==> config.mk <==
export PLATFORM = sky130hd
export DESIGN_NAME = dgt_timer_top
export DESIGN_NICKNAME = d
export VERILOG_FILES = /design/src/dgt_pkg.sv /design/src/dgt_timer_top.sv /design/src/dgt_prescaler.sv /design/src/dgt_counter16.sv
export VERILOG_INCLUDE_DIRS = /design/src
export SDC_FILE = /design/constraint.sdc
export NUM_CORES = 1
export LEC_CHECK = 0
export BUFFER_PORTS_ARGS = -buffer_cell sky130_fd_sc_hd__clkbuf_2
export CORE_MARGIN = 3
export CORE_UTILIZATION = 65
export DETAILED_ROUTE_END_ITERATION = 8
export PLACE_DENSITY_LB_ADDON = 0.05
export SYNTH_ARGS = -nofsm -noshare
export SYNTH_HDL_FRONTEND = slang
export SYNTH_SLANG_ARGS = --single-unit
==> constraint.sdc <==
create_clock -name clock_i -period 5.97 [get_ports clock_i]
set_clock_uncertainty 0.15 [all_clocks]
set_input_delay 1.194 -clock clock_i [delete_from_list [all_inputs] [get_ports clock_i]]
set_output_delay 1.194 -clock clock_i [all_outputs]
set_load 0.05 [all_outputs]
==> src/dgt_defines.svh <==
// constants of the dual general timer block: bus map, fields, reset values
//
// Function
// - each general timer counts up 16 bits, clears after period match and interrupts on the same edge
// - control bit 0 picks first timer source: instruction clock or first pin
// - external source counts rising pin edges; pin rate at most half clock
// - control bits 2:1 prescale first timer: stop, by 4, by 16, by 1
// - control bits 7:6 prescale second timer: stop, by 4, by 16, by 1
// - control bits 5:4 pick second source: clock, first timer, second pin
// - cascaded, second timer counts first timer wraps, forming one 32-bit counter
// - reset clears the whole control register, so both timers stop
// - counters read/write; first match clears, flags bit 4, mask bit 4 blocks
// - second match clears counter, flags bit 5, mask bit 5 blocks it
// - reset loads both period registers with FFFFh
// - bank 2 ports 0..4: count1, period1, count2, period2, control
// - baud counter is a clock-only 16-bit timer, own period, flag bit 12
// - control bits 8 to 12 hold compare settings for the compare block
`ifndef DGT_DEFINES_SVH
`define DGT_DEFINES_SVH

// io banks and ports
`define DGT_BANK_TIMERS      3'h2
`define DGT_PORT_COUNT_ONE   3'h0
`define DGT_PORT_PERIOD_ONE  3'h1
`define DGT_PORT_COUNT_TWO   3'h2
`define DGT_PORT_PERIOD_TWO  3'h3
`define DGT_PORT_CONTROL     3'h4
`define DGT_BANK_BAUD_PERIOD 3'h5
`define DGT_BANK_BAUD_COUNT  3'h7
`define DGT_PORT_BAUD        3'h5

// control register fields
`define DGT_F_SRC_ONE        0
`define DGT_F_PRE_ONE_LO     1
`define DGT_F_PRE_ONE_HI     2
`define DGT_F_SRC_TWO_LO     4
`define DGT_F_SRC_TWO_HI     5
`define DGT_F_PRE_TWO_LO     6
`define DGT_F_PRE_TWO_HI     7
`define DGT_F_CMP_LO         8
`define DGT_F_CMP_HI         12

// field codes
`define DGT_PRE_STOP         2'h0
`define DGT_PRE_DIV4         2'h1
`define DGT_PRE_DIV16        2'h2
`define DGT_PRE_DIV1         2'h3
`define DGT_SRC2_CLOCK       2'h0
`define DGT_SRC2_CASCADE     2'h2
`define DGT_SRC2_PIN         2'h3
`define DGT_DIV4_LAST        4'h3
`define DGT_DIV16_LAST       4'hF

// interrupt mask bit positions
`define DGT_MASK_ONE         4
`define DGT_MASK_TWO         5
`define DGT_MASK_BAUD        12

// reset values
`define DGT_RST_CONTROL      16'h0000
`define DGT_RST_PERIOD       16'hFFFF
`define DGT_RST_COUNT        16'h0000
`define DGT_RST_BAUD_PERIOD  16'hFFFF

`endif

==> src/dgt_pkg.sv <==
// types shared by the dual general timer block
package dgt_pkg;
    typedef logic [15:0] dgt_word_t;
    typedef logic [2:0]  dgt_addr_t;
    typedef logic [1:0]  dgt_code_t;
endpackage

==> src/dgt_timer_top.sv <==
// dual general timer block with baud-rate timer and banked io port access
`timescale 1ns/1ps
`include "dgt_defines.svh"
module dgt_timer_top (
    // clock and reset
    input  wire logic              clock_i,
    input  wire logic              nrst_i,

    // banked io port from the cpu core
    input  wire dgt_pkg::dgt_addr_t io_bank_i,
    input  wire dgt_pkg::dgt_addr_t io_port_i,
    input  wire logic              io_wr_i,
    input  wire logic              io_rd_i,
    input  wire dgt_pkg::dgt_word_t io_wdata_i,
    output dgt_pkg::dgt_word_t     io_rdata_o,

    // external count pins
    input  wire logic              first_external_count_pin_i,
    input  wire logic              second_external_count_pin_i,

    // interrupt mask from the interrupt controller
    input  wire dgt_pkg::dgt_word_t interrupt_mask_register_i,

    // interrupt requests
    output logic                   first_period_interrupt_o,
    output logic                   second_period_interrupt_o,
    output logic                   baud_counter_interrupt_o,

    // compare subsystem settings
    output logic [4:0]             compare_settings_o
);

    // ------------------------------------------------------------
    // register state
    // ------------------------------------------------------------
    dgt_pkg::dgt_word_t timer_control;
    dgt_pkg::dgt_word_t timer_one_period;
    dgt_pkg::dgt_word_t timer_two_period;
    dgt_pkg::dgt_word_t baud_rate_period;
    dgt_pkg::dgt_word_t next_timer_control;
    dgt_pkg::dgt_word_t next_timer_one_period;
    dgt_pkg::dgt_word_t next_timer_two_period;
    dgt_pkg::dgt_word_t next_baud_rate_period;

    // read data register
    dgt_pkg::dgt_word_t next_io_rdata;

    // counter values and wrap pulses
    dgt_pkg::dgt_word_t first_general_counter;
    dgt_pkg::dgt_word_t second_general_counter;
    dgt_pkg::dgt_word_t baud_rate_counter;
    logic               first_wrap;
    logic               second_wrap;
    logic               baud_wrap;

    // address decode strobes
    logic               sel_timers;
    logic               wr_count_one;
    logic               wr_period_one;
    logic               wr_count_two;
    logic               wr_period_two;
    logic               wr_control;
    logic               wr_baud_period;
    logic               wr_baud_count;

    // pin synchronisers and edge detect
    logic               pin_one_meta;
    logic               pin_one_sync;
    logic               pin_one_last;
    logic               pin_two_meta;
    logic               pin_two_sync;
    logic               pin_two_last;
    logic               pin_one_rise;
    logic               pin_two_rise;

    // raw and prescaled count ticks
    logic               raw_tick_one;
    logic               raw_tick_two;
    logic               tick_one;
    logic               tick_two;

    // control fields
    logic               src_one;
    dgt_pkg::dgt_code_t pre_one;
    dgt_pkg::dgt_code_t src_two;
    dgt_pkg::dgt_code_t pre_two;

    // ------------------------------------------------------------
    // control field extraction
    // ------------------------------------------------------------
    assign src_one = timer_control[`DGT_F_SRC_ONE];
    assign pre_one = timer_control[`DGT_F_PRE_ONE_HI:`DGT_F_PRE_ONE_LO];
    assign src_two = timer_control[`DGT_F_SRC_TWO_HI:`DGT_F_SRC_TWO_LO];
    assign pre_two = timer_control[`DGT_F_PRE_TWO_HI:`DGT_F_PRE_TWO_LO];

    // compare bits are held here for the compare block
    assign compare_settings_o = timer_control[`DGT_F_CMP_HI:`DGT_F_CMP_LO];

    // ------------------------------------------------------------
    // io port address decode
    // ------------------------------------------------------------
    assign sel_timers     = io_wr_i && (io_bank_i == `DGT_BANK_TIMERS);
    assign wr_count_one   = sel_timers && (io_port_i == `DGT_PORT_COUNT_ONE);
    assign wr_period_one  = sel_timers && (io_port_i == `DGT_PORT_PERIOD_ONE);
    assign wr_count_two   = sel_timers && (io_port_i == `DGT_PORT_COUNT_TWO);
    assign wr_period_two  = sel_timers && (io_port_i == `DGT_PORT_PERIOD_TWO);
    assign wr_control     = sel_timers && (io_port_i == `DGT_PORT_CONTROL);
    assign wr_baud_period = io_wr_i && (io_bank_i == `DGT_BANK_BAUD_PERIOD)
                            && (io_port_i == `DGT_PORT_BAUD);
    assign wr_baud_count  = io_wr_i && (io_bank_i == `DGT_BANK_BAUD_COUNT)
                            && (io_port_i == `DGT_PORT_BAUD);

    // ------------------------------------------------------------
    // writable registers: next values
    // ------------------------------------------------------------
    always_comb begin
        next_timer_control    = timer_control;
        next_timer_one_period = timer_one_period;
        next_timer_two_period = timer_two_period;
        next_baud_rate_period = baud_rate_period;
        if (wr_control) begin
            next_timer_control = io_wdata_i;    // bit 3 kept as written, software writes 0
        end
        if (wr_period_one) begin
            next_timer_one_period = io_wdata_i;
        end
        if (wr_period_two) begin
            next_timer_two_period = io_wdata_i;
        end
        if (wr_baud_period) begin
            next_baud_rate_period = io_wdata_i;
        end
    end

    // writable registers: storage
    always_ff @(posedge clock_i or negedge nrst_i) begin
        if (!nrst_i) begin
            timer_control    <= `DGT_RST_CONTROL;
            timer_one_period <= `DGT_RST_PERIOD;
            timer_two_period <= `DGT_RST_PERIOD;
            baud_rate_period <= `DGT_RST_BAUD_PERIOD;
        end else begin
            timer_control    <= next_timer_control;
            timer_one_period <= next_timer_one_period;
            timer_two_period <= next_timer_two_period;
            baud_rate_period <= next_baud_rate_period;
        end
    end

    // ------------------------------------------------------------
    // read path, one cycle after the read strobe
    // ------------------------------------------------------------
    always_comb begin
        next_io_rdata = 16'h0000;
        if (io_rd_i) begin
            if (io_bank_i == `DGT_BANK_TIMERS) begin
                case (io_port_i)
                    `DGT_PORT_COUNT_ONE:  next_io_rdata = first_general_counter;
                    `DGT_PORT_PERIOD_ONE: next_io_rdata = timer_one_period;
                    `DGT_PORT_COUNT_TWO:  next_io_rdata = second_general_counter;
                    `DGT_PORT_PERIOD_TWO: next_io_rdata = timer_two_period;
                    `DGT_PORT_CONTROL:    next_io_rdata = timer_control;
                    default:              next_io_rdata = 16'h0000;
                endcase
            end else if (io_port_i == `DGT_PORT_BAUD) begin
                if (io_bank_i == `DGT_BANK_BAUD_PERIOD) begin
                    next_io_rdata = baud_rate_period;
                end else if (io_bank_i == `DGT_BANK_BAUD_COUNT) begin
                    next_io_rdata = baud_rate_counter;
                end
            end
        end
    end

    // read data register
    always_ff @(posedge clock_i or negedge nrst_i) begin
        if (!nrst_i) begin
            io_rdata_o <= 16'h0000;
        end else begin
            io_rdata_o <= next_io_rdata;
        end
    end

    // ------------------------------------------------------------
    // external pin synchronisers; edge taken after the second stage
    // ------------------------------------------------------------
    always_ff @(posedge clock_i or negedge nrst_i) begin
        if (!nrst_i) begin
            pin_one_meta <= 1'b0;
            pin_one_sync <= 1'b0;
            pin_one_last <= 1'b0;
            pin_two_meta <= 1'b0;
            pin_two_sync <= 1'b0;
            pin_two_last <= 1'b0;
        end else begin
            pin_one_meta <= first_external_count_pin_i;
            pin_one_sync <= pin_one_meta;
            pin_one_last <= pin_one_sync;
            pin_two_meta <= second_external_count_pin_i;
            pin_two_sync <= pin_two_meta;
            pin_two_last <= pin_two_sync;
        end
    end

    // rising edges; pins slower than half the clock are never missed
    assign pin_one_rise = pin_one_sync && !pin_one_last;
    assign pin_two_rise = pin_two_sync && !pin_two_last;

    // ------------------------------------------------------------
    // count source selection
    // ------------------------------------------------------------
    always_comb begin
        raw_tick_one = src_one ? pin_one_rise : 1'b1;
        case (src_two)
            `DGT_SRC2_CLOCK:   raw_tick_two = 1'b1;
            `DGT_SRC2_CASCADE: raw_tick_two = first_wrap;
            `DGT_SRC2_PIN:     raw_tick_two = pin_two_rise;
            default:           raw_tick_two = 1'b0;    // unlisted code gives no ticks
        endcase
    end

    // ------------------------------------------------------------
    // prescalers
    // ------------------------------------------------------------
    dgt_prescaler u_pre_one (
        .clock_i (clock_i),
        .nrst_i  (nrst_i),
        .tick_i  (raw_tick_one),
        .sel_i   (pre_one),
        .tick_o  (tick_one)
    );

    dgt_prescaler u_pre_two (
        .clock_i (clock_i),
        .nrst_i  (nrst_i),
        .tick_i  (raw_tick_two),
        .sel_i   (pre_two),
        .tick_o  (tick_two)
    );

    // ------------------------------------------------------------
    // counters
    // ------------------------------------------------------------
    dgt_counter16 u_cnt_one (
        .clock_i  (clock_i),
        .nrst_i   (nrst_i),
        .tick_i   (tick_one),
        .period_i (timer_one_period),
        .wr_i     (wr_count_one),
        .wdata_i  (io_wdata_i),
        .count_o  (first_general_counter),
        .wrap_o   (first_wrap)
    );

    dgt_counter16 u_cnt_two (
        .clock_i  (clock_i),
        .nrst_i   (nrst_i),
        .tick_i   (tick_two),
        .period_i (timer_two_period),
        .wr_i     (wr_count_two),
        .wdata_i  (io_wdata_i),
        .count_o  (second_general_counter),
        .wrap_o   (second_wrap)
    );

    // baud-rate counter always runs on the instruction clock
    dgt_counter16 u_cnt_baud (
        .clock_i  (clock_i),
        .nrst_i   (nrst_i),
        .tick_i   (1'b1),
        .period_i (baud_rate_period),
        .wr_i     (wr_baud_count),
        .wdata_i  (io_wdata_i),
        .count_o  (baud_rate_counter),
        .wrap_o   (baud_wrap)
    );

    // ------------------------------------------------------------
    // masked interrupt pulses
    // ------------------------------------------------------------
    assign first_period_interrupt_o  = first_wrap
                                       && !interrupt_mask_register_i[`DGT_MASK_ONE];
    assign second_period_interrupt_o = second_wrap
                                       && !interrupt_mask_register_i[`DGT_MASK_TWO];
    assign baud_counter_interrupt_o  = baud_wrap
                                       && !interrupt_mask_register_i[`DGT_MASK_BAUD];

endmodule // dgt_timer_top

==> src/dgt_prescaler.sv <==
// tick prescaler: stop, divide by 4, by 16 or pass through
`timescale 1ns/1ps
`include "dgt_defines.svh"
module dgt_prescaler (
    // clock and reset
    input  wire logic             clock_i,
    input  wire logic             nrst_i,
    // ticks
    input  wire logic             tick_i,
    input  wire dgt_pkg::dgt_code_t sel_i,
    output logic                  tick_o
);
    logic [3:0] div_cnt;
    logic [3:0] next_div_cnt;

    // divider count and output tick
    always_comb begin
        next_div_cnt = div_cnt;
        tick_o       = 1'b0;
        case (sel_i)
            `DGT_PRE_STOP: begin
                next_div_cnt = 4'h0;
            end
            `DGT_PRE_DIV4: begin
                if (tick_i) begin
                    tick_o       = ({2'h0, div_cnt[1:0]} == `DGT_DIV4_LAST);
                    next_div_cnt = {2'h0, div_cnt[1:0] + 2'h1};
                end
            end
            `DGT_PRE_DIV16: begin
                if (tick_i) begin
                    tick_o       = (div_cnt == `DGT_DIV16_LAST);
                    next_div_cnt = div_cnt + 4'h1;
                end
            end
            default: begin
                tick_o       = tick_i;
                next_div_cnt = 4'h0;
            end
        endcase
    end

    // divider register
    always_ff @(posedge clock_i or negedge nrst_i) begin
        if (!nrst_i) begin
            div_cnt <= 4'h0;
        end else begin
            div_cnt <= next_div_cnt;
        end
    end
endmodule // dgt_prescaler

==> src/dgt_counter16.sv <==
// 16-bit up counter with period match, write port and wrap pulse
`timescale 1ns/1ps
`include "dgt_defines.svh"
module dgt_counter16 (
    // clock and reset
    input  wire logic              clock_i,
    input  wire logic              nrst_i,
    // count control
    input  wire logic              tick_i,
    input  wire dgt_pkg::dgt_word_t period_i,
    // cpu write
    input  wire logic              wr_i,
    input  wire dgt_pkg::dgt_word_t wdata_i,
    // state
    output dgt_pkg::dgt_word_t     count_o,
    output logic                   wrap_o
);
    dgt_pkg::dgt_word_t next_count;
    logic               next_wrap;

    // count, clear after match, cpu write wins
    always_comb begin
        next_count = count_o;
        next_wrap  = 1'b0;
        if (wr_i) begin
            next_count = wdata_i;
        end else if (tick_i) begin
            if (count_o == period_i) begin
                next_count = `DGT_RST_COUNT;
                next_wrap  = 1'b1;
            end else begin
                next_count = count_o + 16'h0001;
            end
        end
    end

    // count and wrap registers
    always_ff @(posedge clock_i or negedge nrst_i) begin
        if (!nrst_i) begin
            count_o <= `DGT_RST_COUNT;
            wrap_o  <= 1'b0;
        end else begin
            count_o <= next_count;
            wrap_o  <= next_wrap;
        end
    end
endmodule // dgt_counter16

==> flow_summary.toml, run 1 <==
[global_routing]
gr-total-overflow = 0
grt_use_total_pct = 31.8
antenna_found_initial = 0
grt_pass1_vias = 6272
grt_pass1_wl_um = 34100
grt_max_degree = 106

[cts]
path_clk_slew_ns = 0.06
ctsHoldBuffers = 0
htree_levels = 4
post_cts_resized = 0
root_buffer = "clkbuf_16"
clockBufferDepth = 2
cts_tree = "built"
clock_sinks = 145
numCtsBuffers = 17
postCtsSetupBuffers = 0
clock_latency_ns = 0.42

[worst_setup_path]
cpMaxStageDelayCell = "clkbuf_2"
end_kind = "register"
critical_path.startpoint_type = "input port"
crit_path_cell_trace = "clkbuf_2 > nor2b_1 > and4_1 > nand2b_1 > o21ai_1"
cp.arrival_ns = 3.68
max_stage_delay_ns = 0.69
crit_type = "in2reg"
critPathTopFamily = "simple AND/OR/NAND/NOR gates"
cp_max_fo = 29
crit_required_ns = 6.10
worst-path-buf-inv = 1

[synth]
synth.net_count = 836
synth-edff-count = 0
syn_avg_cell_area_um2 = 10.4
ys_types = 63
synthCells = 781
synth_seq_area_share_pct = 45.4
ys.flop_type = "dfrtp_1"
async_flop_share_pct = 100
synth_area_mm2 = 0.00812
synth-seq-cells = 145
yosysWarnings = 0

[placement]
hpwl_um = 14700
place_congestion = 0.888
io_buffers = 54
place_area_mm2 = 0.00840
pre_cts_ws_ns = 2.02
dpl.cell_count = 956

[worst_hold_path]
min_path_type = "reg2reg"

[sta]
max-slew-margin-rel_pct = 9.75
period_needed_ns = 3.56
hold_slack_ns = 0.202
finalSetupViolations = 0
drv_slew = 0
hold_viol = 0
period_share_pct = 59.6
tightest_slew_ns = 1.34
worst_slack_ns = 2.41
rsz0062_at_grt = "false"
fmax_mhz = 281
fin_tns_setup_ns = 0

[floorplanning]
rows = 40
die-area_mm2 = 0.0139
core_area_mm2 = 0.0121
start_util_pct = 67.0
fp.dieH_um = 118
die_w_um = 118
io_pins = 68

[power]
power_density_mw_per_mm2 = 339
peakVddDrop_mv = 0.305
leakagePower_nw = 3.80

[job]
cap_violations = 0

[cells_and_area]
stdcell_area_mm2 = 0.00900
diodes = 0
nets = 862
fillers = 929
final_cell_count_no_fill = 988
layout-drive-gt1-share_pct = 20.6
syn_to_final_growth_pct = 10.9

[route]
wire_per_inst_um = 21.5
drt_iter0_drc = 621
ant_nets = 0
drc = 0
via_per_inst = 6.42
drt_wl_total_um = 21300
dr.pass1.iters = 8
vias = 6342

[status]
outcome = "finished clean"
==> flip-flops by register name, indices dropped and copies added, names as in the netlist, 4 cells and up <==
register / flops
baud_rate_period: 16
io_rdata_o: 16
timer_control: 16
timer_one_period: 16
timer_two_period: 16
u_cnt_baud.count_o: 16
u_cnt_one.count_o: 16
u_cnt_two.count_o: 16
u_pre_one.div_cnt: 4
u_pre_two.div_cnt: 4
==> path summary, 6_finish.rpt <==
kind | from | to | slack [ns] | depth (start not counted)
setup / recovery | io_port_i[0] | u_cnt_baud.count_o[3] | 2.41 | 5
hold / removal | pin_one_meta | pin_one_sync | 0.20 | 0
setup reg to reg | timer_control[6] | u_cnt_two.count_o[6] | 3.02 | 8
hold reg to reg | pin_one_meta | pin_one_sync | 0.20 | 0
max in group asynchronous | nrst_i | baud_rate_period[11] | 3.87 | 2
min in group asynchronous | nrst_i | pin_two_meta | 0.74 | 1
==> layout make-up <==
type                       count  area [µm²]  area share, %
sequential                   145        3690           41.0
inverter                      11        41.3          0.459
multi-input combinational    574        4150           46.1
timing repair buffer          58         307           3.41
clock buffer                  23         498           5.53
clock inverter                 9         104           1.15
tap                          168         210           2.34
==> cells in the mapped netlist, drive strengths merged, types with 19 or more instances <==
library cell | number | area share (%)
nand2 | 66 | 3.1
xor2 | 29 | 3.1
mux2 | 65 | 9.0
a22oi | 28 | 2.7
xnor2 | 46 | 5.0
dfrtp | 97 | 30
nor2 | 47 | 2.2
and2 | 22 | 1.7
buf | 21 | 1.5
dfstp | 48 | 16
a21oi | 26 | 1.6
nand3 | 19 | 1.3
clkbuf | 30 | 1.4
o21ai | 48 | 3.0
==> metal layers <==
| layer | global-route usage, % | share of wire (%) |
|---|---|---|
| met5 | 0 | 0 |
| met4 | 11.2 | 2.7 |
| met3 | 6.63 | 6.0 |
| met2 | 52.2 | 49 |
| met1 | 42.3 | 42 |
==> cell families (layout without fill, tap and decap cells) <==
logic type	Yosys count	count (layout)	share of synthesized area, %
flip-flops	145	145	45.4
AO/OA/AOI/OAI	155	155	12.1
adder cells (fa/ha/maj)	11	11	1.70
XOR/XNOR	75	75	8.09
AND/OR/NAND/NOR	247	247	16.0
buffers and inverters	62	101	3.42
multiplexers	86	86	13.3
==> placed cells by master (no fill, tap or decap), types with 16 or more instances in the layout <==
cell / count
clkbuf_2: 53
and2_1: 22
dfrtp_1: 97
nor3_1: 17
clkbuf_16: 17
nand4_1: 17
a21oi_1: 25
nand2_1: 65
xnor2_1: 46
dfstp_2: 48
o22ai_1: 16
xor2_1: 29
mux2_1: 52
o21ai_1: 33
nor2_1: 47
a22oi_1: 27
nand3_1: 18
==> per-stage QoR <==
step,total power [mW],utilization [%]
after floorplan,1.78,-
after global placement,1.95,69.3
after detailed placement,1.98,69.3
after CTS,3.05,74.3
after global routing,3.20,74.3
final,3.05,74.3
==> report_power, final <==
part           switching, mW  internal, mW  total [mW]  leakage (nW)
combinational          0.324         0.291       0.615          1.80
clock                  0.405         0.668        1.07         0.295
sequential             0.207          1.16        1.36          1.70
total                  0.936          2.12        3.05          3.80
No activity file was read; power rests on OpenSTA's default activity.
==> inputs of run 2 (changes only) <==
--- a/config.mk
+++ b/config.mk
@@ -6,9 +6,10 @@
 export SDC_FILE = /design/constraint.sdc
 export NUM_CORES = 1
 export LEC_CHECK = 0
+export ABC_AREA = 1
 export BUFFER_PORTS_ARGS = -buffer_cell sky130_fd_sc_hd__clkbuf_2
 export CORE_MARGIN = 3
-export CORE_UTILIZATION = 65
+export CORE_UTILIZATION = 61
 export DETAILED_ROUTE_END_ITERATION = 8
 export PLACE_DENSITY_LB_ADDON = 0.05
 export SYNTH_ARGS = -nofsm -noshare
==> constraint.sdc (replaced) <==
create_clock -name clock_i -period 3.3 [get_ports clock_i]
set_clock_uncertainty 0.15 [all_clocks]
set_input_delay 0.66 -clock clock_i [delete_from_list [all_inputs] [get_ports clock_i]]
set_output_delay 0.66 -clock clock_i [all_outputs]
set_load 0.05 [all_outputs]
==> run 2 against run 1 <==
Worst setup slack lost 1.4 ns. Synthesized area increased by 7.2%. Count of clock-buffer cells in the layout down 1. Critical path type is now reg2reg. Critical endpoint is now u_cnt_one.count_o[6]. Highest routed layer unchanged.
==> flow_summary.toml, run 2 <==
[status]
outcome = "finished clean"

[global_routing]
grt_use_total_pct = 32.3
grt_pass1_wl_um = 39800
grt_max_degree = 53
grt_pass1_vias = 7436
antenna_found_initial = 0
gr-total-overflow = 0

[power]
power_mw = 5.94
power_density_mw_per_mm2 = 617
pwr-share-comb_pct = 25.2
intPower_mw = 3.84
leakagePower_nw = 4.83
sequentialPowerShare_pct = 43.3
netSwitchingFraction_pct = 35.5
clockPowerShare_pct = 31.5
peakVddDrop_mv = 0.474
p_switching_mw = 2.11

[synth]
synth_area_mm2 = 0.00870
syn_avg_cell_area_um2 = 7.18
synth_area_leaders = "dfrtp_1 28%, nand2_1 15%, dfstp_2 14%"
synth-seq-cells = 145
async_flop_share_pct = 100
yosysWarnings = 0
ys.flop_type = "dfrtp_1"
synth_top_area_share_pct = 27.9
synth-edff-count = 0
synth_seq_area_share_pct = 42.4
synthCells = 1212
ys_types = 39
synthTopCellsByCount = "350 x nand2_1, 172 x inv_1, 115 x nor2_1, 97 x dfrtp_1, 80 x o21ai_0"
synth.net_count = 1267
yosys.area.top_type = "dfrtp_1"
yosysMostFrequentCell = "nand2_1"

[sta]
fin_tns_setup_ns = 0
finalSetupViolations = 0
max-slew-margin-rel_pct = 42.1
fmax_mhz = 432
tightest_slew_ns = 0.866
period_needed_ns = 2.32
hold_viol = 0
period_share_pct = 70.2
rsz0062_at_grt = "false"
drv_slew = 0

[placement]
place_congestion = 1.05
hpwl_um = 18000
dpl.cell_count = 1413
io_buffers = 54

[worst_setup_path]
reg2reg_to = "u_cnt_one.count_o[6]"
crit_path_cell_trace = "inv_1 > ha_1 > inv_1 > nand2_1 > o21bai_1 > nand2_1 > nand2_2 > o22ai_1 > inv_1 > nand2_1"
worst-path-buf-inv = 3
end_kind = "register"
reg2reg_from = "timer_control[1]"
cpMaxStageDelayCell = "dfrtp_1"
critical_path.startpoint_type = "register"
critPathTopFamily = "simple AND/OR/NAND/NOR gates"
crit_type = "reg2reg"
r2r_setup_slack_ns = 0.98
max_stage_delay_ns = 0.45
crit_required_ns = 3.46
worstRegToRegCells = 10
cp.arrival_ns = 2.48
cp_max_fo = 26

[cts]
numCtsBuffers = 17
post_cts_resized = 0
cts_tree = "built"
path_clk_slew_ns = 0.06
ctsHoldBuffers = 1
root_buffer = "clkbuf_16"
clock_sinks = 145
clockBufferDepth = 2
clock_latency_ns = 0.43
postCtsSetupBuffers = 0
htree_levels = 4

[route]
dr.pass1.iters = 6
drt_wl_total_um = 25000
wire_per_inst_um = 17.3
via_per_inst = 5.59
drc = 0
ant_nets = 0
drt_iter0_drc = 913
vias = 8083

[floorplanning]
fp.dieH_um = 125
io_pins = 68
die_w_um = 125
start_util_pct = 62.4
die-area_mm2 = 0.0157
rows = 43
core_area_mm2 = 0.0139

[worst_hold_path]
holdPathEnd = "pin_two_meta"
min_from = "second_external_count_pin_i"
whs_path_depth = 1
min_path_type = "in2reg"

[cells_and_area]
diodes = 0
mostFrequentLayoutCells = "350 x nand2_1, 172 x inv_1, 115 x nor2_1"
fillers = 1230
layout-drive-gt1-share_pct = 12.7
final_cell_count_no_fill = 1446
nets = 1308
syn_to_final_growth_pct = 10.8
final_common_cell = "nand2_1"

[job]
cap_violations = 0
==> run 2: per-layer routing <==
metal | GRT usage [%] | share of wire (%) | routed length [µm] | vias to the layer above
li1 | - | - | - | 3932
met4 | 11.4 | 2.9 | 714 | 0
met3 | 6.45 | 7.3 | 1820 | 49
met1 | 44.3 | 43 | 10800 | 3791
met2 | 51.5 | 47 | 11700 | 311
met5 | 0 | 0 | 0 | -
==> run 2: how the worst max path moves through the flow <==
| stage | startpoint | end | depth (start not counted) |
|---|---|---|---|
| final | timer_control[1] | u_cnt_one.count_o[6] | 10 |
| after global routing | timer_control[1] | u_cnt_one.count_o[6] | 10 |
| after CTS | timer_control[1] | u_cnt_one.count_o[6] | 10 |
| after detailed placement | io_port_i[1] | timer_control[1] | 6 |
| after global placement | io_port_i[1] | timer_control[14] | 6 |
| after floorplan | interrupt_mask_register_i[12] | baud_counter_interrupt_o | 1 |
==> run 2: logic make-up after synthesis <==
logic type / Yosys count / share of synthesized area, %
flops: 145 / 42.4
buf+inv: 225 / 10.5
fa+ha+maj: 11 / 1.58
mux: 1 / 0.115
xor+xnor: 54 / 5.44
compound gates: 158 / 9.82
simple gates: 618 / 30.1
==> run 2: through the flow <==
step	area (µm²)	hold slack [ns]	util [%]	setup WS [ns]
2_1_floorplan	8700	0.181	-	1.18
3_3_place_gp	9060	0.183	65.0	0.703
3_5_place_dp	9060	0.189	65.0	0.675
4_1_cts	9640	0.180	69.2	1.00
5_1_grt	9640	0.184	69.2	0.792
6_report	9640	0.187	69.2	0.984
==> run 2: final cells by class <==
cell class | instances | area (µm²) | share of cell area [%]
Tap cell | 180 | 225 | 2.34
Inverter | 181 | 682 | 7.07
Sequential cell | 145 | 3690 | 38.3
Multi-Input combinational cell | 842 | 4100 | 42.5
Clock buffer | 22 | 454 | 4.71
Clock inverter | 10 | 114 | 1.18
Timing Repair Buffer | 66 | 382 | 3.96
==> run 2: power groups by stage <==
stage	sequential [mW]	clock (mW)	combinational (mW)
6_report	2.57	1.87	1.50
5_1_grt	2.62	1.97	1.71
4_1_cts	2.56	1.89	1.49
3_5_place_dp	2.59	0	1.47
3_3_place_gp	2.58	0	1.43
2_1_floorplan	2.45	0	1.15
